==> src/tsf_pkg.sv <==
// shared constants of the timer status flag block
package tsf_pkg;
  // register byte offsets
  localparam logic [7:0]  IEN_OFFSET   = 8'h0C;
  localparam logic [7:0]  STS_OFFSET   = 8'h10;
  // reset values
  localparam logic [31:0] STS_RESET    = 32'h0000_0000;
  localparam logic [31:0] IEN_RESET    = 32'h0000_0000;
  // status field positions
  localparam int          UPD_BIT      = 0;
  localparam int          CC1_BIT      = 1;
  localparam int          COM_BIT      = 5;
  localparam int          TRG_BIT      = 6;
  localparam int          BRK_BIT      = 7;
  localparam int          OVR1_BIT     = 9;
  localparam int          CC5_BIT      = 16;
  // writable and defined bits; the rest read zero
  localparam logic [31:0] STS_MASK     = 32'h0003_1EFF;
  // slave mode code of gated mode
  localparam logic [2:0]  SLAVE_GATED  = 3'h5;
  // channel counts
  localparam int          NUM_CHAN     = 6;
  localparam int          NUM_OVR      = 4;
endpackage

==> src/tsf_top.sv <==
// timer status flags with a classic wishbone register slave
//
// How it works
// - overrun flag sets only in input capture mode; writing zero clears it
// - capture while channel flag still set raises that channel's overrun flag
// - break flag sets while the break input is active
// - break flag clear only sticks once break input is inactive again
// - trigger flag sets on active trigger edge outside gated mode
// - in gated mode both trigger edges set trigger flag; software clears
// - commutation event sets commutation flag; software clears it
// - output mode, not center aligned: counter equal compare sets channel flag
// - compare above auto reload: flag on overflow, or on underflow when counting down edge aligned
// - input mode: capture edge sets the channel flag
// - input mode: software clear or capture register read clears flag
// - channels 2..4 at bits 2..4, channels 5,6 at 16,17, same behaviour
// - overrun flags of channels 2..4 at bits 10..12, same behaviour
// - repetition counter update sets update flag unless updates disabled
// - software update generation sets update flag when source select is 0
// - slave trigger counter reinit sets update flag when source select is 0
// - reserved status bits always read zero
// - reset clears the whole status register
// - interrupt requested while a flag and its enable bit are both set
// - slave mode code 101 is gated mode
//
// The Wishbone interface to the registers was decided locally.
`timescale 1ns/1ps
module tsf_top #(
  parameter int CNT_W  = 16,
  parameter int ADDR_W = 8
) (
  // clock and reset
  input  wire logic                                  clk,
  input  wire logic                                  rst_n,
  // wishbone slave
  input  wire logic                                  wb_cyc_i,
  input  wire logic                                  wb_stb_i,
  input  wire logic                                  wb_we_i,
  input  wire logic [ADDR_W-1:0]                     wb_adr_i,
  input  wire logic [3:0]                            wb_sel_i,
  input  wire logic [31:0]                           wb_dat_i,
  output logic      [31:0]                           wb_dat_o,
  output logic                                       wb_ack_o,
  // pins
  input  wire logic                                  break_input,
  input  wire logic                                  trigger_input,
  // slave controller
  input  wire logic [2:0]                            slave_mode,
  input  wire logic                                  slave_reinit,
  // commutation
  input  wire logic                                  commutation_event,
  // channels
  input  wire logic [tsf_pkg::NUM_CHAN-1:0]          chan_input_mode,
  input  wire logic [tsf_pkg::NUM_CHAN-1:0]          capture_event,
  input  wire logic [tsf_pkg::NUM_CHAN-1:0]          capture_read,
  input  wire logic [tsf_pkg::NUM_CHAN-1:0][CNT_W-1:0] chan_compare_value,
  // counter
  input  wire logic [CNT_W-1:0]                      counter_value,
  input  wire logic [CNT_W-1:0]                      auto_reload_value,
  input  wire logic                                  counter_step,
  input  wire logic                                  counter_overflow,
  input  wire logic                                  counter_underflow,
  input  wire logic                                  count_down,
  input  wire logic [1:0]                            center_align_select,
  // update control
  input  wire logic                                  update_disable,
  input  wire logic                                  update_request_source,
  input  wire logic                                  repetition_update,
  input  wire logic                                  update_generate,
  // interrupt
  output logic                                       irq
);

  localparam int NC = tsf_pkg::NUM_CHAN;
  localparam int NO = tsf_pkg::NUM_OVR;

  ////////////////////////////////////////////////////////////////////////////
  // pin synchronisers

  logic brk_meta_reg;
  logic brk_sync_reg;
  logic trg_meta_reg;
  logic trg_sync_reg;
  logic trg_prev_reg;

  always_ff @(posedge clk) begin
    if (!rst_n) begin
      brk_meta_reg <= 1'h0;
      brk_sync_reg <= 1'h0;
    end else begin
      brk_meta_reg <= break_input;
      brk_sync_reg <= brk_meta_reg;
    end
  end

  always_ff @(posedge clk) begin
    if (!rst_n) begin
      trg_meta_reg <= 1'h0;
      trg_sync_reg <= 1'h0;
      trg_prev_reg <= 1'h0;
    end else begin
      trg_meta_reg <= trigger_input;
      trg_sync_reg <= trg_meta_reg;
      trg_prev_reg <= trg_sync_reg;
    end
  end

  ////////////////////////////////////////////////////////////////////////////
  // bus decode

  logic        req;
  logic        wr_sts;
  logic        wr_ien;
  logic [31:0] wr_clr;
  logic [31:0] lane_mask;

  assign req = wb_cyc_i & wb_stb_i & ~wb_ack_o;
  assign wr_sts = req & wb_we_i & (wb_adr_i == tsf_pkg::STS_OFFSET);
  assign wr_ien = req & wb_we_i & (wb_adr_i == tsf_pkg::IEN_OFFSET);
  assign lane_mask = {{8{wb_sel_i[3]}}, {8{wb_sel_i[2]}}, {8{wb_sel_i[1]}}, {8{wb_sel_i[0]}}};
  // only bits written as zero in an enabled lane clear
  assign wr_clr = wr_sts ? (lane_mask & ~wb_dat_i) : 32'h0000_0000;

  ////////////////////////////////////////////////////////////////////////////
  // channel flags

  logic [NC-1:0] cc_flag_reg;
  logic [NC-1:0] cc_set;
  logic [NC-1:0] cc_clr;
  logic [NO-1:0] ovr_flag_reg;
  logic [NO-1:0] ovr_set;
  logic [NO-1:0] ovr_clr;
  logic          center;

  assign center = center_align_select != 2'h0;

  genvar gi;
  generate
    for (gi = 0; gi < NC; gi++) begin : g_chan
      localparam int POS = (gi < 4) ? tsf_pkg::CC1_BIT + gi : tsf_pkg::CC5_BIT + gi - 4;
      logic above;
      logic wrap;
      logic match;
      assign above = chan_compare_value[gi] > auto_reload_value;
      // up/down counting reports the overflow only
      assign wrap = (count_down & ~center) ? counter_underflow : counter_overflow;
      assign match = above ? wrap
                   : (counter_step & ~center & (counter_value == chan_compare_value[gi]));
      assign cc_set[gi] = chan_input_mode[gi] ? capture_event[gi] : match;
      assign cc_clr[gi] = wr_clr[POS] | (chan_input_mode[gi] & capture_read[gi]);

      if (gi < NO) begin : g_ovr
        // overrun looks at the flag before this cycle's set
        assign ovr_set[gi] = chan_input_mode[gi] & capture_event[gi] & cc_flag_reg[gi];
        assign ovr_clr[gi] = wr_clr[tsf_pkg::OVR1_BIT + gi];

      end
    end
  endgenerate

  always_ff @(posedge clk) begin
    if (!rst_n) begin
      cc_flag_reg <= '0;
    end else begin
      cc_flag_reg <= (cc_flag_reg & ~cc_clr) | cc_set;
    end
  end

  always_ff @(posedge clk) begin
    if (!rst_n) begin
      ovr_flag_reg <= '0;
    end else begin
      ovr_flag_reg <= (ovr_flag_reg & ~ovr_clr) | ovr_set;
    end
  end

  ////////////////////////////////////////////////////////////////////////////
  // break, trigger, commutation and update flags

  logic brk_flag_reg;
  logic trg_flag_reg;
  logic com_flag_reg;
  logic upd_flag_reg;
  logic gated;
  logic trg_set;
  logic upd_set;

  assign gated = slave_mode == tsf_pkg::SLAVE_GATED;
  assign trg_set = gated ? (trg_sync_reg ^ trg_prev_reg)
                         : (trg_sync_reg & ~trg_prev_reg);
  assign upd_set = ~update_disable & (repetition_update
                 | (~update_request_source & (update_generate | slave_reinit)));

  // an active break input re-sets the flag every cycle, so a clear cannot stick
  always_ff @(posedge clk) begin
    if (!rst_n) begin
      brk_flag_reg <= 1'h0;
    end else if (brk_sync_reg) begin
      brk_flag_reg <= 1'h1;
    end else if (wr_clr[tsf_pkg::BRK_BIT]) begin
      brk_flag_reg <= 1'h0;
    end
  end

  always_ff @(posedge clk) begin
    if (!rst_n) begin
      trg_flag_reg <= 1'h0;
    end else if (trg_set) begin
      trg_flag_reg <= 1'h1;
    end else if (wr_clr[tsf_pkg::TRG_BIT]) begin
      trg_flag_reg <= 1'h0;
    end
  end

  always_ff @(posedge clk) begin
    if (!rst_n) begin
      com_flag_reg <= 1'h0;
    end else if (commutation_event) begin
      com_flag_reg <= 1'h1;
    end else if (wr_clr[tsf_pkg::COM_BIT]) begin
      com_flag_reg <= 1'h0;
    end
  end

  always_ff @(posedge clk) begin
    if (!rst_n) begin
      upd_flag_reg <= 1'h0;
    end else if (upd_set) begin
      upd_flag_reg <= 1'h1;
    end else if (wr_clr[tsf_pkg::UPD_BIT]) begin
      upd_flag_reg <= 1'h0;
    end
  end

  ////////////////////////////////////////////////////////////////////////////
  // status view, enable register, read data, interrupt

  logic [31:0] sts_view;
  logic [31:0] ien_reg;
  logic [31:0] rd_data;

  always_comb begin
    sts_view = tsf_pkg::STS_RESET;
    sts_view[tsf_pkg::UPD_BIT] = upd_flag_reg;
    sts_view[tsf_pkg::CC1_BIT +: 4] = cc_flag_reg[3:0];
    sts_view[tsf_pkg::COM_BIT] = com_flag_reg;
    sts_view[tsf_pkg::TRG_BIT] = trg_flag_reg;
    sts_view[tsf_pkg::BRK_BIT] = brk_flag_reg;
    sts_view[tsf_pkg::OVR1_BIT +: NO] = ovr_flag_reg;
    sts_view[tsf_pkg::CC5_BIT +: 2] = cc_flag_reg[5:4];
    sts_view = sts_view & tsf_pkg::STS_MASK;
  end

  always_ff @(posedge clk) begin
    if (!rst_n) begin
      ien_reg <= tsf_pkg::IEN_RESET;
    end else if (wr_ien) begin
      ien_reg <= (ien_reg & ~lane_mask) | (wb_dat_i & lane_mask & tsf_pkg::STS_MASK);
    end
  end

  always_comb begin
    case (wb_adr_i)
      tsf_pkg::STS_OFFSET: rd_data = sts_view;
      tsf_pkg::IEN_OFFSET: rd_data = ien_reg;
      default:             rd_data = 32'h0000_0000;
    endcase
  end

  // unmapped addresses are acked with zero data; one wait state keeps ack registered
  always_ff @(posedge clk) begin
    if (!rst_n) begin
      wb_ack_o <= 1'h0;
      wb_dat_o <= 32'h0000_0000;
    end else begin
      wb_ack_o <= req;
      wb_dat_o <= (req & ~wb_we_i) ? rd_data : 32'h0000_0000;
    end
  end

  always_ff @(posedge clk) begin
    if (!rst_n) begin
      irq <= 1'h0;
    end else begin
      irq <= |(sts_view & ien_reg);
    end
  end
endmodule

==> config.mk <==
export PLATFORM = sky130hd
export DESIGN_NAME = tsf_top
export DESIGN_NICKNAME = d
export VERILOG_FILES = /design/src/tsf_pkg.sv /design/src/tsf_top.sv
export SDC_FILE = /design/constraint.sdc
export NUM_CORES = 1
export LEC_CHECK = 0
export BUFFER_PORTS_ARGS = -buffer_cell sky130_fd_sc_hd__buf_2
export CORE_AREA = 2 2 137 139
export CTS_CLUSTER_DIAMETER = 100
export DETAILED_ROUTE_END_ITERATION = 10
export DIE_AREA = 0 0 139 141
export GPL_TIMING_DRIVEN = 0
export SYNTH_ARGS = -nofsm -noshare
export SYNTH_HDL_FRONTEND = slang
export SYNTH_SLANG_ARGS = --single-unit
==> constraint.sdc <==
create_clock -name clk -period 4.32 [get_ports clk]
set_clock_uncertainty 0.2 [all_clocks]
set_input_delay 0.864 -clock clk [delete_from_list [all_inputs] [get_ports clk]]
set_output_delay 0.864 -clock clk [all_outputs]
set_load 0.01 [all_outputs]
# [Yosys cells after proc, flatten, opt, wreduce, memory -nomap -nowiden]
# Cells that the tools add are included.
[totals] n_memories=0 mem_bits_rw=0 regBits=85 rom_bits=0 latch_bits=0 in_bits=212 output_inout_bits=34
[classes] magnitude_cmp=6 multipliers=0 addsub=0 shifts=0 mux=24 n_bitwise=59 n_div=0 eq_ne=9 n_reduce_logical=7
[op_table] cell="$eq 16x16->1" count=6
[op_table] cell="$gt 16x16->1" count=6
[op_table] cell="$pmux 32 s2" count=1
[op_table] cell="$and 18x18->18" count=2
[op_table] cell="$and 18x32->32" count=1
[op_table] cell="$and 32x32->32" count=1
[op_table] cell="$not 32->32" count=1
[op_table] cell="$or 32x18->32" count=1
[op_table] cell="$reduce_or 32->1" count=1
[op_table] cell="$and 1x1->1" count=31
[op_table] cell="$mux 1" count=22
[op_table] cell="$mux 18" count=1
[op_table] cell="$not 18->18" count=1
[op_table] cell="$reduce_bool 2->1" count=5
[op_table] cell="$eq 8x4->1 const B" count=1
[op_table] cell="$eq 8x5->1 const B" count=1
[op_table] cell="$or 1x1->1" count=8
[op_table] cell="$and 6x6->6" count=1
[op_table] cell="$not 1->1" count=6
[op_table] cell="$not 6->6" count=1
[op_table] cell="$or 6x6->6" count=1
[op_table] cell="$and 4x4->4" count=1
[op_table] cell="$not 4->4" count=1
[op_table] cell="$or 4x4->4" count=1
[op_table] cell="other kinds (3)" count=3

# [Depth between registers and ports, before layout]
[depth] ltp_word=9 depth_mapped=8

# [Least setup slack after synthesis]
# OpenSTA, ideal clock, no wires.
[synth_path] kind="in2reg" from="input port auto_reload_value[14]" to="register cc_flag_reg[4]" n_path_buf=0 stages=7 slack_ns=1.488 setup_time_ns=0.059 arrival_time_ns=2.573 t_required_ns=4.061 cell_sequence="inv_1 -> ha_1 -> nand4_2 -> or4_4 -> o211a_1 -> o41a_1 -> nand2_1"
[synth_between] elab_chain_len=4
[synth_rtl] item="from (decl)" line_no="tsf_top.sv:58" rtl="input wire logic [CNT_W-1:0] auto_reload_value,"
[synth_rtl] item="$gt 16x16->1" line_no="tsf_top.sv:143" rtl="assign above = chan_compare_value[gi] > auto_reload_value;"
[synth_rtl] item="$mux 1" line_no="tsf_top.sv:146" rtl="assign match = above ? wrap"
[synth_rtl] item="$mux 1" line_no="tsf_top.sv:148" rtl="assign cc_set[gi] = chan_input_mode[gi] ? capture_event[gi] : match;"
[synth_rtl] item="$or 6x6->6" line_no="tsf_top.sv:164" rtl="cc_flag_reg <= (cc_flag_reg & ~cc_clr) | cc_set;"
[synth_rtl] item="to (signal assigned)" line_no="tsf_top.sv:164"
[synth_rtl] item="to (decl)" line_no="tsf_top.sv:126" rtl="logic [NC-1:0] cc_flag_reg;"
# Every way passes these cells.
# A chain may end at the register's enable or synchronous reset.

# [Worst setup path in the final report]
[layout_path] from="input port auto_reload_value[14]" to="register cc_flag_reg[3]"
# The elaborated chain is that of the path after synthesis.

==> results.cfg <==
[clock_tree]
h-tree-depth = 3
cts_setup_buffers = 0
cts_tree = built
cts_buffer_depth = 2
clock_sinks = 85
cts_made_buffers = 9
path_clk_slew_ns = 0.06
hold_buffers = 0
clk_latency_ns = 0.34
cts_resized = 0
root_buffer = clkbuf_16

[logic_synthesis]
synth_nets = 1029
syn_inst = 720
syn_area_mm2 = 0.00622
synth_area_per_cell_um2 = 8.64
synth_most_common_cell = ha_1
synth_area_leaders = dfxtp_1, ha_1, xor2_1
ys_types = 54
synth_top_area_share_pct = 27.4
synth_warnings = 0
ys_ff_latch = 85
synth_commonest_cells = ha_1, dfxtp_1, xor2_1
synthArstFlopShare_pct = 0
synth_area_leader_cell = dfxtp_1
ys.flop_type = dfxtp_1
seq_area_frac_synth_pct = 27.4
synth_edf_count = 0

[global_routing]
grt_pass1_vias = 5743
track_usage_pct = 20.7
antenna_found_initial = 1
globalRouteOverflowTotal = 0
grt_pass1_wl_um = 31600
grt_max_degree = 15

[sta]
period_needed_ns = 2.85
rsz0062_at_grt = no
finalMaxSlewViolations = 0
hold_violations = 0
setup_viol = 0
relSlewSlack_pct = 22.3
fmax_mhz = 351
fin_crit_sh_pct = 65.9
tightest_slew_ns = 1.16
tns_ns = 0

[finish]
n_fill_cell = 1895
finalCoreUtilization_pct = 43.1
layout-drive-gt1-share_pct = 24.7
diodes = 0
syn2layout_area_growth_pct = 26.5
nNetsFinal = 1249
instances_no_fill = 1179
finalInstanceArea_mm2 = 0.00787

[job]
maxCapViolations = 0

[critical_path]
critPathLaunch = auto_reload_value[14]
r2r-start = wb_ack_o
cp.required_ns = 4.33
critical_path_class = input pin to flop
rrSetupSlack_ns = 2.06
worst_r2r_path_depth = 7
start_kind = input pin
arrival_ns = 2.86
crit_path_max_fanout = 6
crit_end = cc_flag_reg[3]
end_kind = flop

[placed_design]
dp_cells = 1163
placed_cell_area_mm2 = 0.00756
dp_hpwl_um = 17700
gp_congestion = 0.873
place.port_buffers = 209

[pwr]
p_total_w = 0.00206
p_int_w = 0.00149
power_frac_clock_pct = 37.9
power_switching_w = 0.000575
peakVddDrop_v = 0.000322
leakagePower_nw = 3.70
switching_share_pct = 27.9
seqPwrFrac_pct = 39.1
powerDensity_mw_per_mm2 = 262
p_comb_share_pct = 23.1

[route]
drt-initial-drc-count = 326
viasPerCell = 5.07
detail_route.first_pass.iterations = 5
wire_per_inst_um = 17.5
vias = 5980
wl_um = 20700
post-route-drc-count = 0
drtAntennaViolNets = 0

[floorplan]
dieWidth_um = 139
start_util_pct = 34.1
dieArea_mm2 = 0.0196
dieHeight_um = 141
io_pins = 246
core_mm2 = 0.0183
rows = 50

[worst_hold_path]
hp-class = flop to flop

[outcome]
outcome = completed
==> final cells by class <==
class                      count  area (µm²)  area share [%]
clock buffer                  12         256            3.26
sequential                    85        1700            21.6
tap                          234         293            3.72
inverter                      28         105            1.34
timing repair buffer         209        1050            13.3
clock inverter                 4        55.1           0.699
buffer                        29         113            1.43
multi-input combinational    578        4300            54.6
==> cells by family after synthesis <==
kind of cell / count (synthesis) / synth area share [%]
buffers and inverters: 57 / 3.50
AOI/OAI and AO/OA: 139 / 14.4
adders and majority gates: 97 / 19.5
muxes: 9 / 1.47
DFF: 85 / 27.4
xor gates and xnor gates: 96 / 13.5
and+or+nand+nor: 237 / 20.3
==> worst min path at each step <==
stage,startpoint,endpoint,cells past startpoint
6_report,trg_meta_reg,trg_sync_reg,1
4_1_cts,trg_meta_reg,trg_sync_reg,1
3_5_place_dp,trg_meta_reg,trg_sync_reg,1
2_1_floorplan,brk_sync_reg,brk_flag_reg,2
5_1_grt,trg_meta_reg,trg_sync_reg,1
3_3_place_gp,trg_meta_reg,trg_sync_reg,1
==> layout by cell type (no fill, tap or decap), drive strengths merged, types with 2 or more instances in the layout <==
cell type / count
and2: 32
o211ai: 4
nand3: 37
clkinv: 2
a221oi: 3
nand2: 48
buf: 214
nor3: 8
o21ai: 18
nand2b: 2
dfxtp: 85
nor2b: 5
inv: 28
a221o: 4
a21o: 7
a21oi: 57
xor2: 66
mux2i: 8
o211a: 5
nand3b: 2
a22oi: 16
ha: 97
and4: 4
nor2: 32
o31ai: 6
xnor2: 30
a22o: 2
a21boi: 6
nand4: 24
o21a: 3
nor4: 26
and3: 11
clkbuf: 36
==> power groups by stage <==
stage	Combinational (W)	Sequential, W	Clock (W)
6_report	0.000476	0.000806	0.000781
3_5_place_dp	0.000471	0.000823	0
4_1_cts	0.000475	0.000806	0.000794
3_3_place_gp	0.000466	0.000823	0
5_1_grt	0.000533	0.000807	0.000830
2_1_floorplan	0.000273	0.000820	0
==> worst max-delay path: stages <==
cell	delay, ns
buf_2	0.09
inv_1	0.28
ha_1	0.34
a21oi_1	0.16
nand2_1	0.07
a221o_1	0.37
o31ai_1	0.31
mux2i_1	0.28
o21ai_1	0.09
==> routing by layer <==
layer	routed length, µm	global-route usage, %	up-vias
met5	11	0	-
met4	291	4.68	2
met3	1440	3.53	20
met2	9750	36.1	255
met1	9150	26.9	2662
li1	-	-	3041
==> stage by stage <==
stage	hold slack, ns	worst slack, ns
global route	0.250	1.28
floorplan	0.211	1.49
global placement	0.223	1.14
finish	0.236	1.47
detailed placement	0.225	1.13
CTS	0.241	1.48
Note: power is estimated with default switching activity, not from simulation.
